## src/verilog/mks_pkg.sv

```systemverilog
// constants and carrier types for the matrix key scan sequencer
// assumes a single 40 MHz system clock and external analog front end
//
// Functional notes
// - keys acquired one at a time, 0..23, starting at drive 0 receive 0
// - order: all drive lines 0..7 on receive 0, then receive 1, then 2
// - key number is eight times receive index plus drive index
// - each key sampled by a burst whose pulse count is set per key
// - a burst finishes completely before the next key starts
// - after each burst the signal is converted and passed on
// - keys with zero detect integrator limit are skipped entirely
// - calibration passes cover only enabled keys
// - receive line clamped to ground on each drive pulse falling edge
// - after last pulse clamp receive line, then let ramp rise via resistor
// - time from ramp start to zero crossing is the key's result
// - single-slope conversion, one path per receive line
// - raw signal values made available alongside key status
package mks_pkg;

    localparam int NUM_DRIVE = 8;
    localparam int NUM_RECV  = 3;
    localparam int NUM_KEYS  = NUM_DRIVE * NUM_RECV;
    localparam int KEY_W     = 5;
    localparam int BURST_W   = 8;
    localparam int DIL_W     = 4;
    localparam int RES_W     = 16;

    // drive pulse high and low phases and settle time, in ns, and derived cycle counts
    localparam int DWELL_NS      = 500;
    localparam int CLAMP_NS      = 500;
    localparam int SETTLE_NS     = 1000;
    localparam int CLK_PERIOD_NS = 25;
    localparam int DWELL_CYC  = (DWELL_NS + CLK_PERIOD_NS - 1) / CLK_PERIOD_NS;
    localparam int CLAMP_CYC  = (CLAMP_NS + CLK_PERIOD_NS - 1) / CLK_PERIOD_NS;
    localparam int SETTLE_CYC = (SETTLE_NS + CLK_PERIOD_NS - 1) / CLK_PERIOD_NS;
    localparam int PH_W       = 8;

    localparam logic [RES_W-1:0] RES_MAX = 16'hFFFF;

    typedef enum logic [2:0] {
        MKS_IDLE   = 3'b000,
        MKS_PULSE  = 3'b001,
        MKS_CLAMP  = 3'b010,
        MKS_SETTLE = 3'b011,
        MKS_RAMP   = 3'b100
    } mks_state_t;

    typedef struct packed {
        logic [KEY_W-1:0] key;
        logic [RES_W-1:0] count;
        logic             timeout;
        logic             calib;
    } mks_result_t;

endpackage

```

## src/verilog/mks_seq.sv

```systemverilog
// scan and acquisition sequencer for a 24-key drive/receive matrix
// assumes per-key settings are held elsewhere and presented as flat vectors;
// zero-crossing comparators per receive line are synchronous inputs
`timescale 1ns/1ps
`default_nettype none
module mks_seq #(
    parameter int RAMP_LIMIT = 65535
) (
    input  wire logic                                          sys_clk_i,
    input  wire logic                                          sys_rst_i,
    input  wire logic [mks_pkg::NUM_KEYS*mks_pkg::BURST_W-1:0] burst_pulse_count_i,
    input  wire logic [mks_pkg::NUM_KEYS*mks_pkg::DIL_W-1:0]   detect_integrator_limit_i,
    input  wire logic                                          calib_req_i,
    input  wire logic [mks_pkg::NUM_RECV-1:0]                  zero_cross_i,
    output logic      [mks_pkg::NUM_DRIVE-1:0]                 drive_line_o,
    output logic      [mks_pkg::NUM_RECV-1:0]                  recv_clamp_o,
    output logic      [mks_pkg::NUM_RECV-1:0]                  ramp_enable_o,
    output logic                                               result_valid_o,
    output mks_pkg::mks_result_t                               result_o,
    output logic      [mks_pkg::KEY_W-1:0]                     active_key_o,
    output logic                                               calib_busy_o,
    output logic      [mks_pkg::NUM_KEYS*mks_pkg::RES_W-1:0]   raw_signal_o
);

    localparam int NK = mks_pkg::NUM_KEYS;
    localparam int RW = mks_pkg::RES_W;

    logic [NK-1:0] key_en;
    logic [mks_pkg::BURST_W-1:0] burst_len [NK];

    genvar g;
    generate
        for (g = 0; g < NK; g++) begin : g_key
            assign key_en[g] = (detect_integrator_limit_i[g*mks_pkg::DIL_W +: mks_pkg::DIL_W] != '0);
            assign burst_len[g] = burst_pulse_count_i[g*mks_pkg::BURST_W +: mks_pkg::BURST_W];
        end
    endgenerate

    mks_pkg::mks_state_t        state_r, state_nxt;
    logic [mks_pkg::KEY_W-1:0]  key_r, key_nxt;
    logic [mks_pkg::BURST_W-1:0] pulse_r, pulse_nxt;
    logic [mks_pkg::PH_W-1:0]   ph_r, ph_nxt;
    logic [RW-1:0]              ramp_r, ramp_nxt;
    logic                       calib_r, calib_nxt;
    logic                       valid_r, valid_nxt;
    mks_pkg::mks_result_t       res_r, res_nxt;
    logic [RW-1:0]              raw_r [NK];
    logic [mks_pkg::KEY_W-1:0]  next_key;
    logic                       next_wraps;
    logic                       any_en;
    logic [1:0]                 recv_idx;
    logic [2:0]                 drv_idx;

    // key = 8*receive + drive
    assign recv_idx = key_r[4:3];
    assign drv_idx  = key_r[2:0];

    // next enabled key after key_r in ascending order, wrapping past 23
    always_comb begin
        next_key   = '0;
        next_wraps = 1'b1;
        any_en     = |key_en;
        for (int i = NK - 1; i >= 0; i--) begin
            if (key_en[i] && (i > int'(key_r))) begin
                next_key   = mks_pkg::KEY_W'(i);
                next_wraps = 1'b0;
            end
        end
        if (next_wraps) begin
            for (int i = NK - 1; i >= 0; i--) begin
                if (key_en[i]) begin
                    next_key = mks_pkg::KEY_W'(i);
                end
            end
        end
    end

    always_comb begin
        state_nxt   = state_r;
        key_nxt     = key_r;
        pulse_nxt   = pulse_r;
        ph_nxt      = ph_r;
        ramp_nxt    = ramp_r;
        calib_nxt   = calib_r;
        valid_nxt   = 1'b0;
        res_nxt     = res_r;
        unique case (state_r)
            mks_pkg::MKS_IDLE: begin
                if (any_en) begin
                    // start on key 0 when enabled, else on the next enabled key after key_r (the lowest one after reset)
                    key_nxt   = key_en[0] ? '0 : next_key;
                    pulse_nxt = '0;
                    ph_nxt    = '0;
                    state_nxt = mks_pkg::MKS_PULSE;
                end
            end
            mks_pkg::MKS_PULSE: begin
                if (burst_len[key_r] == '0) begin
                    ph_nxt    = '0;
                    state_nxt = mks_pkg::MKS_SETTLE;
                end else if (ph_r == mks_pkg::PH_W'(mks_pkg::DWELL_CYC - 1)) begin
                    ph_nxt    = '0;
                    state_nxt = mks_pkg::MKS_CLAMP;  // falling edge of drive
                end else begin
                    ph_nxt = ph_r + 1'b1;
                end
            end
            mks_pkg::MKS_CLAMP: begin
                if (ph_r == mks_pkg::PH_W'(mks_pkg::CLAMP_CYC - 1)) begin
                    ph_nxt = '0;
                    if (pulse_r + 1'b1 >= burst_len[key_r]) begin
                        state_nxt = mks_pkg::MKS_SETTLE;
                    end else begin
                        pulse_nxt = pulse_r + 1'b1;
                        state_nxt = mks_pkg::MKS_PULSE;
                    end
                end else begin
                    ph_nxt = ph_r + 1'b1;
                end
            end
            mks_pkg::MKS_SETTLE: begin
                if (ph_r == mks_pkg::PH_W'(mks_pkg::SETTLE_CYC - 1)) begin
                    ramp_nxt  = '0;
                    state_nxt = mks_pkg::MKS_RAMP;
                end else begin
                    ph_nxt = ph_r + 1'b1;
                end
            end
            mks_pkg::MKS_RAMP: begin
                if (zero_cross_i[recv_idx] || ramp_r == RW'(RAMP_LIMIT)) begin
                    valid_nxt     = 1'b1;
                    res_nxt.key   = key_r;
                    res_nxt.count = ramp_r;
                    res_nxt.timeout = ~zero_cross_i[recv_idx];
                    res_nxt.calib = calib_r;
                    pulse_nxt = '0;
                    ph_nxt    = '0;
                    // the calibration marker changes only at a scan wrap
                    if (next_wraps) begin
                        calib_nxt = calib_req_i;
                    end
                    if (any_en) begin
                        key_nxt   = next_key;
                        state_nxt = mks_pkg::MKS_PULSE;
                    end else begin
                        state_nxt = mks_pkg::MKS_IDLE;
                    end
                end else begin
                    ramp_nxt = ramp_r + 1'b1;
                end
            end
            default: state_nxt = mks_pkg::MKS_IDLE;
        endcase
    end

    always_ff @(posedge sys_clk_i) begin
        if (sys_rst_i) begin
            state_r   <= mks_pkg::MKS_IDLE;
            key_r     <= '0;
            pulse_r   <= '0;
            ph_r      <= '0;
            ramp_r    <= '0;
            calib_r   <= 1'b0;
            valid_r   <= 1'b0;
            res_r     <= '0;
        end else begin
            state_r   <= state_nxt;
            key_r     <= key_nxt;
            pulse_r   <= pulse_nxt;
            ph_r      <= ph_nxt;
            ramp_r    <= ramp_nxt;
            calib_r   <= calib_nxt;
            valid_r   <= valid_nxt;
            res_r     <= res_nxt;
        end
    end

    // per-key raw signal store, readable at any time
    generate
        for (g = 0; g < NK; g++) begin : g_raw
            logic [RW-1:0] raw_nxt;
            always_comb begin
                raw_nxt = raw_r[g];
                if (valid_nxt && key_r == mks_pkg::KEY_W'(g)) begin
                    raw_nxt = res_nxt.count;
                end
            end
            always_ff @(posedge sys_clk_i) begin
                if (sys_rst_i) begin
                    raw_r[g] <= '0;
                end else begin
                    raw_r[g] <= raw_nxt;
                end
            end
            assign raw_signal_o[g*RW +: RW] = raw_r[g];
        end
    endgenerate

    // pin drive: one drive line high during pulse phase, one path per receive line
    always_comb begin
        drive_line_o  = '0;
        recv_clamp_o  = '0;
        ramp_enable_o = '0;
        if (state_r == mks_pkg::MKS_PULSE && burst_len[key_r] != '0) begin
            drive_line_o[drv_idx] = 1'b1;
        end
        if (state_r == mks_pkg::MKS_CLAMP || state_r == mks_pkg::MKS_SETTLE) begin
            recv_clamp_o[recv_idx] = 1'b1;
        end
        if (state_r == mks_pkg::MKS_RAMP) begin
            ramp_enable_o[recv_idx] = 1'b1;
        end
    end

    assign result_valid_o = valid_r;
    assign result_o       = res_r;
    assign active_key_o   = key_r;
    assign calib_busy_o   = calib_r;

endmodule
`default_nettype wire
```

## config.mk

```make
export PLATFORM = sky130hd
export DESIGN_NAME = mks_seq
export DESIGN_NICKNAME = d
export VERILOG_FILES = /design/src/verilog/mks_pkg.sv /design/src/verilog/mks_seq.sv
export SDC_FILE = /design/constraint.sdc
export NUM_CORES = 1
export LEC_CHECK = 0
export BUFFER_PORTS_ARGS = -buffer_cell sky130_fd_sc_hd__buf_2
export CAP_MARGIN = 20
export CORE_AREA = 2 2 285 287
export DETAILED_ROUTE_END_ITERATION = 16
export DIE_AREA = 0 0 287 289
export PLACE_DENSITY_LB_ADDON = 0.12
export SLEW_MARGIN = 20
export SYNTH_ARGS = -nofsm -noshare
export SYNTH_HDL_FRONTEND = slang
export SYNTH_SLANG_ARGS = --single-unit
export TNS_END_PERCENT = 100
```

## constraint.sdc

```tcl
create_clock -name sys_clk_i -period 3.9 [get_ports sys_clk_i]
set_clock_uncertainty 0.15 [all_clocks]
set_input_delay 1.17 -clock sys_clk_i [delete_from_list [all_inputs] [get_ports sys_clk_i]]
set_output_delay 1.17 -clock sys_clk_i [all_outputs]
set_load 0.01 [all_outputs]
```

==> results of run 1 <==
routing by layer:
| metal | track usage | up-vias |
|---|---|---|
| met5 | 0 | - |
| met4 | 0.0504 | 4 |
| met3 | 0.0536 | 107 |
| met2 | 0.375 | 632 |
| met1 | 0.277 | 9636 |
| li1 | - | 9617 |
through the flow:
| stage | hold slack (ns) | instance area [sq um] | TNS, ns | setup WS [ns] |
|---|---|---|---|---|
| after floorplan | 0.326 | 19500 | -1.56 | -0.199 |
| after global placement | 0.286 | 25800 | -12.50 | -0.748 |
| after detailed placement | 0.292 | 25800 | -11.87 | -0.786 |
| after CTS | 0.302 | 27800 | -5.48 | -0.702 |
| after global routing | 0.321 | 27800 | -5.65 | -0.728 |
| final | 0.300 | 27800 | -5.19 | -0.679 |
registers in the layout, indices dropped and copies added (netlist names):
| name | cells |
|---|---|
| state_r | 3 |
| ramp_r | 16 |
| active_key_o | 5 |
| result_o | 23 |
| result_valid_o | 1 |
| ph_r | 8 |
| raw_r | 384 |
| calib_busy_o | 1 |
| pulse_r | 8 |
cells in the mapped netlist (all sizes together), types with 11 or more instances:
| cell | number | share of area |
|---|---|---|
| a211oi | 265 | 0.10 |
| a21oi | 160 | 0.041 |
| a31oi | 11 | 0.0035 |
| and2 | 19 | 0.0061 |
| buf | 59 | 0.017 |
| clkbuf | 144 | 0.028 |
| dfxtp | 449 | 0.46 |
| ha | 11 | 0.0071 |
| mux2i | 65 | 0.033 |
| mux4 | 36 | 0.042 |
| nand2 | 259 | 0.050 |
| nand2b | 21 | 0.0068 |
| nand3 | 44 | 0.011 |
| nand4 | 17 | 0.0055 |
| nor2 | 441 | 0.085 |
| nor2b | 15 | 0.0048 |
| nor3 | 29 | 0.0080 |
| nor4 | 17 | 0.0071 |
| o211ai | 13 | 0.0057 |
| o21ai | 39 | 0.010 |
| or3 | 11 | 0.0035 |
| or4 | 21 | 0.0083 |
| xnor2 | 13 | 0.0059 |
| xor2 | 11 | 0.0050 |
kinds of logic after synthesis:
logic type,Yosys count
DFF,449
buffers and inverters,213
AOI/OAI and AO/OA,540
xor gates and xnor gates,24
and+or+nand+nor,923
adders and majority gates,11
muxes,109
worst min-delay path: stages (launching register included):
cell and delay (ns):
dfxtp_1 0.31, nand2_1 0.05, a21oi_1 0.05
repair_timing:
item / CTS / global route
buffers inserted: 10 / 1
pin swaps: 3 / 4
setup endpoints to repair: 14 / 15
gates resized for setup: 10 / 9
area by class of cell:
type                            instances  area [sq um]
Antenna cell                            3          7.51
Multi-Input combinational cell       1607          9950
Tap cell                             1060          1330
Timing Repair Buffer                  932          5670
Sequential cell                       449          9000
Clock inverter                         22           308
Clock buffer                           74          1550
Fill cell                            8340         52100
Inverter                               10          37.5
final timing paths:
path                            from  cells past startpoint         endpoint
max          burst_pulse_count_i[35]                      8  drive_line_o[3]
min                     raw_r[1][88]                      2     raw_r[1][88]
max reg2reg          active_key_o[0]                     15       pulse_r[3]
min reg2reg             raw_r[1][88]                      2     raw_r[1][88]
power by group through the flow:
stage / clock (uW) / combinational (uW) / sequential (uW)
5_1_grt: 5570 / 605 / 4610
2_1_floorplan: 0 / 261 / 4700
4_1_cts: 5400 / 557 / 4610
6_report: 5250 / 558 / 4610
3_3_place_gp: 0 / 538 / 4710
3_5_place_dp: 0 / 543 / 4710
==> reports/results.ini, run 1 <==
[status]
status=finished, violations left
violations=negative setup slack

[global_routing]
gr-usage-all-layers=0.219
grt_pass1_vias=19500
grt_pass1_wl_um=135000
grt.overflow.total=0
grt_start_max_net_pins=139
antenna_found_initial=5

[route]
routed_wl_um=95400
top_layer=met5
dr_wl_met3_um=6710
firstDrtPassIters=5
drc=0
wl_met2_um=45900
vias=20000
wl_met1_um=40800
viasPerCell=4.81
drtAntennaViolNets=0
drtIter0Drc=1241
wl_per_cell_um=23.0

[synthesis]
synthArstFlopShare=0
syn-mean-instance-area_sq_um=8.56
syn_nets=2574
synthAdderAreaFrac=0.00709
synth_top_flop_cell=dfxtp_1
synth_edf_count=0
synth-simple-area-share=0.208
ys_ff_latch=449
ys_types=70
synth_seq_area_share=0.463
synth_xor_area_frac=0.0108
synth_top_family_by_area=simple AND/OR/NAND/NOR gates
synthCells=2269
synth_compound_area_frac=0.186
mappedNetlistArea_sq_um=19400
synthMuxAreaShare=0.0799
synth_warnings=0

[critical_path]
crit_family=simple AND/OR/NAND/NOR gates
crit_path_cell_trace=buf_2, mux4_2, or4_1, o211ai_1, nand3_2, nand3_4, nor2_2, buf_2
path_common_cell=buf_2
required_ns=2.58
worstSetupPathType=in -> out
worst-r2r-setup-slack_ns=0.21
cp.arrival_ns=3.26
end_kind=output pin
slowest_stage=or4_1
startpoint_type=primary input
crit_buf_inv=2
critPathMaxFanout=8
cp_slowest_stage_delay_ns=0.54

[pwr]
clkPwrFrac=0.504
switchingPower_uw=2460
combPwrFrac=0.054
peakVddDrop_mv=0.279
p_leak_uw=0.0114
power.total_uw=10400
internal_power_uw=7960
switching_share=0.236
power_frac_seq=0.442
powerDensity_nw_per_um2=374

[timing]
relSlewSlack=0.312
max_freq_ghz=0.218
fin_crit_ns=4.58
drv_slew=0
fin_ws_ns=-0.679
hold_viol_final=0
rsz0062_at_grt=true
tightest_slew_ns=1.03
finalCritPeriodShare=1.17
setup_viol=8

[place]
place_congestion=0.916
dp_cells=4047
numPortBuffers=721
hpwl_um=70900

[cts]
cts_buffer_depth=3
root_buffer=clkbuf_16
cts_tree=yes
clkTransAtPathRegs_ns=0.06
htree_levels=2
ctsHoldBuffers=0
clock_latency_ns=0.62
clock_sink_count=449
cts_buffers=52

[finish]
final_layout_size_suffix_gt1_frac=0.369
fin_nets=3357
syn_to_final_growth_pct=43.3
stdcell_count=4157
mostFrequentLayoutCells=buf_2, dfxtp_1, nor2_1
fin_util=0.348
layout_commonest_cell=buf_2

[floorplanning]
die_h_um=289
rows=104
die_w_um=287
ios=722
fp.coreArea_sq_um=79900
start_util=0.243
dieArea_sq_um=82900

[run]
max-cap-violations=0

[hold_path]
hold_class=reg -> reg

No activity file was read; power rests on OpenSTA's default activity.
==> run 2: changes to the inputs <==
ABC_AREA = 1   (was default)
CAP_MARGIN = default   (was 20)
CORE_AREA = 2 2 282 284   (was 2 2 285 287)
DIE_AREA = 0 0 284 286   (was 0 0 287 289)
==> run 2 against run 1 <==
The run still ends with negative setup slack left; non-clock buffer count is 5 higher; sequential share of layout area hardly changed; wire length is 1.7% lower; combinational power grew to 2.6 times the previous value; die area is 2.1% lower; global-route usage hardly changed; sequential power is 1% higher; core utilization is 0.63 points higher; synthesized area is 2.0% lower; synthesized cell count is 14% higher; total power is 10% higher; critical path type is now reg -> out; largest cell class is now flip-flops and latches; largest power group unchanged; highest routed layer unchanged.
==> reports/results.ini, run 2 <==
[status]
status=finished, violations left
violations=negative setup slack

[timing]
finalCritPeriodShare=1.09  ; -0.0798
relSlewSlack=0.266  ; -0.0461
fin_crit_ns=4.27  ; -0.311 ns
fin_ws_ns=-0.367  ; +0.311 ns
drv_slew=0  ; unchanged
setup_viol=8  ; unchanged
max_freq_ghz=0.234  ; +7.3%
hold_viol_final=0  ; unchanged
rsz0062_at_grt=true
tightest_slew_ns=1.09  ; +0.0587 ns
totalNegativeSetupSlack_ns=-2.80  ; +2.39 ns

[synthesis]
synth_top_area_cell=dfxtp_1
synth_edf_count=0  ; unchanged
yosysTopAreaCellShare=0.472  ; +0.00934
synth_warnings=0  ; unchanged
ys_ff_latch=449  ; unchanged
mappedNetlistArea_sq_um=19000  ; -2.0%
synthTopCellsByCount=dfxtp_1, a21oi_1, nor2_1, o21ai_0, inv_1
yosysMostFrequentCell=dfxtp_1
synthArstFlopShare=0  ; unchanged
synth_seq_area_share=0.472  ; +0.00934
syn-mean-instance-area_sq_um=7.38  ; -14%
syn_nets=2886  ; +12%
synth_top_flop_cell=dfxtp_1
synthTopCellsByArea=dfxtp_1, a21oi_1, o21ai_0
ys_types=53  ; -24%
synthCells=2581  ; +14%

[cts]
cts_tree=yes
clock_sink_count=449  ; unchanged
cts_buffers=53  ; +1.9%
htree_levels=2  ; unchanged
cts_buffer_depth=3  ; unchanged
clkTransAtPathRegs_ns=0.06  ; about the same
root_buffer=clkbuf_16
ctsHoldBuffers=0  ; unchanged
clock_latency_ns=0.62  ; about the same

[pwr]
powerDensity_nw_per_um2=412  ; +10%
peakVddDrop_mv=0.300  ; +7.7%
p_leak_uw=0.0133  ; +16%
power.total_uw=11500  ; +10%

[finish]
final_layout_size_suffix_gt1_frac=0.343  ; -0.0266
syn_to_final_growth_pct=46.0
largest_reg_flops=384  ; unchanged
mostFrequentLayoutCells=buf_2, dfxtp_1, a21oi_1
fillers=8559  ; +2.6%
fin_nets=3704  ; +10%
layout_commonest_cell=buf_2
regMostFlops=raw_r

[critical_path]
required_ns=2.58  ; about the same
crit_buf_inv=5  ; +3
worst-r2r-setup-slack_ns=0.02  ; -0.19 ns
cp_slowest_stage_delay_ns=0.37  ; -0.17 ns
crit_end=drive_line_o[4]
slowest_stage=dfxtp_4
r2r_cells=26  ; +11
r2r_start=active_key_o[1]
crit_path_cell_trace=buf_6, nand2_4, inv_8, clkbuf_16, a22oi_2, o31ai_1, a21oi_1, a41o_1, nand4_1, or2_4, nand2_4, buf_6, nor2_1, buf_2
cp.arrival_ns=2.95  ; -0.31 ns
worstSetupPathType=reg -> out
worstSetupPathDepth=14  ; +6
worstSetupStartpoint=active_key_o[1]
crit_family=compound AO/OA/AOI/OAI gates
r2r_end=ramp_r[15]
startpoint_type=flop
end_kind=output pin
critPathMaxFanout=6  ; -2

[floorplanning]
fp.coreArea_sq_um=78400  ; -1.9%
dieArea_sq_um=81200  ; -2.1%
start_util=0.243  ; about the same
ios=722  ; unchanged
die_w_um=284  ; -1.0%
rows=103  ; -0.96%
die_h_um=286  ; -1.0%

[route]
viasPerCell=4.51  ; -6.3%
wl_per_cell_um=20.9  ; -9.2%
routed_wl_um=93800  ; -1.7%
vias=20300  ; +1.4%
drc=0  ; unchanged
firstDrtPassIters=5  ; unchanged
drtIter0Drc=1147  ; -7.6%
drtAntennaViolNets=0  ; unchanged

[global_routing]
grt_pass1_vias=19200  ; -1.5%
grt_start_max_net_pins=152  ; +9.4%
grt.overflow.total=0  ; unchanged
antenna_found_initial=7  ; +2
grt_pass1_wl_um=133000  ; -1.2%
gr-usage-all-layers=0.219  ; about the same

[place]
numPortBuffers=721  ; unchanged
hpwl_um=67500  ; -4.8%
place_congestion=0.855  ; -6.6%

[hold_path]
hold_start=raw_r[1][29]
hold_class=reg -> reg

[run]
max-cap-violations=0  ; unchanged

## run 2: changes by cell type after synthesis, sizes merged, moves of 37 or more
cell and change:
inv +294, mux2i -65, buf -37, o21ai +327, a22oi +41, a211oi -255
nor2 -80, a21oi +242
## run 2: metal layers
metal | wire length [um] | GRT usage
met2 | 43200 | 0.356
met3 | 6270 | 0.0568
met4 | 1730 | 0.0520
met1 | 42600 | 0.291
met5 | 16 | 0
## run 2: cells by family (layout without fill, tap and decap cells)
logic type / after synthesis / in the layout / synth area share
AOI/OAI and AO/OA: 902 / 902 / 0.258
and+or+nand+nor: 730 / 730 / 0.159
buffers and inverters: 479 / 1340 / 0.0986
DFF: 449 / 449 / 0.472
adders and majority gates: 11 / 11 / 0.00723
xor gates and xnor gates: 10 / 10 / 0.00460
other: 0 / 6 / 0
## run 2: area by class of cell
class	instances	area, sq um	area share
Antenna cell	6	15.0	0.000540
Multi-Input combinational cell	1653	8680	0.312
Timing Repair Buffer	937	5720	0.206
Clock buffer	74	1560	0.0560
Tap cell	1050	1310	0.0473
Inverter	305	1170	0.0423
Clock inverter	24	339	0.0122
Sequential cell	449	9000	0.324
## run 2: repair_timing
action / in CTS / in global routing
pin swaps: 7 / 25
setup buffers: 8 / 18
resized for setup: 66 / 64
endpoints found under the hold margin: 0 / 0
gates cloned: 4 / 4
setup endpoints to repair: 25 / 70
## run 2: worst min path at each step
| stage | cells past startpoint | slack, ns | end |
|---|---|---|---|
| after detailed placement | 2 | 0.28 | raw_r[1][29] |
| after floorplan | 1 | 0.29 | ramp_r[9] |
| after global placement | 2 | 0.28 | raw_r[0][63] |
| after global routing | 2 | 0.31 | raw_r[1][29] |
| final | 2 | 0.29 | raw_r[1][29] |
| after CTS | 2 | 0.29 | raw_r[1][29] |
## run 2: worst reg2reg max path: stages (launching register included)
cell and delay, ns:
dfxtp_4 0.37, buf_6 0.13, nand2_4 0.07, inv_8 0.06, clkbuf_16 0.16, a22oi_2 0.12
o31ai_1 0.11, a21oi_1 0.27, a41o_1 0.24, nand4_1 0.11, or2_4 0.26, nand2_4 0.10
inv_4 0.05, buf_4 0.12, nand2_2 0.06, nand2_4 0.06, nor2_4 0.09, nand2_2 0.08
o21ai_4 0.29, nand4_4 0.14, nor3_4 0.21, nand2_2 0.09, nor2_2 0.11, inv_2 0.05
nor2_4 0.08, a21oi_2 0.06, a211oi_2 0.15
## run 2: per-stage QoR
step	setup WS (ns)	instances	util	area, sq um	hold slack [ns]
6_report	-0.367	4498	0.355	27800	0.290
3_3_place_gp	-0.492	4363	0.320	25100	0.282
3_5_place_dp	-0.505	4363	0.320	25100	0.283
5_1_grt	-0.503	4496	0.355	27800	0.306
2_1_floorplan	0.102	2581	-	19000	0.293
4_1_cts	-0.398	4471	0.350	27400	0.293
## run 2: power by group
part / internal (uW) / switching (uW)
registers: 4630 / 37.7
logic: 556 / 886
clock network: 3250 / 2100
total: 8440 / 3030
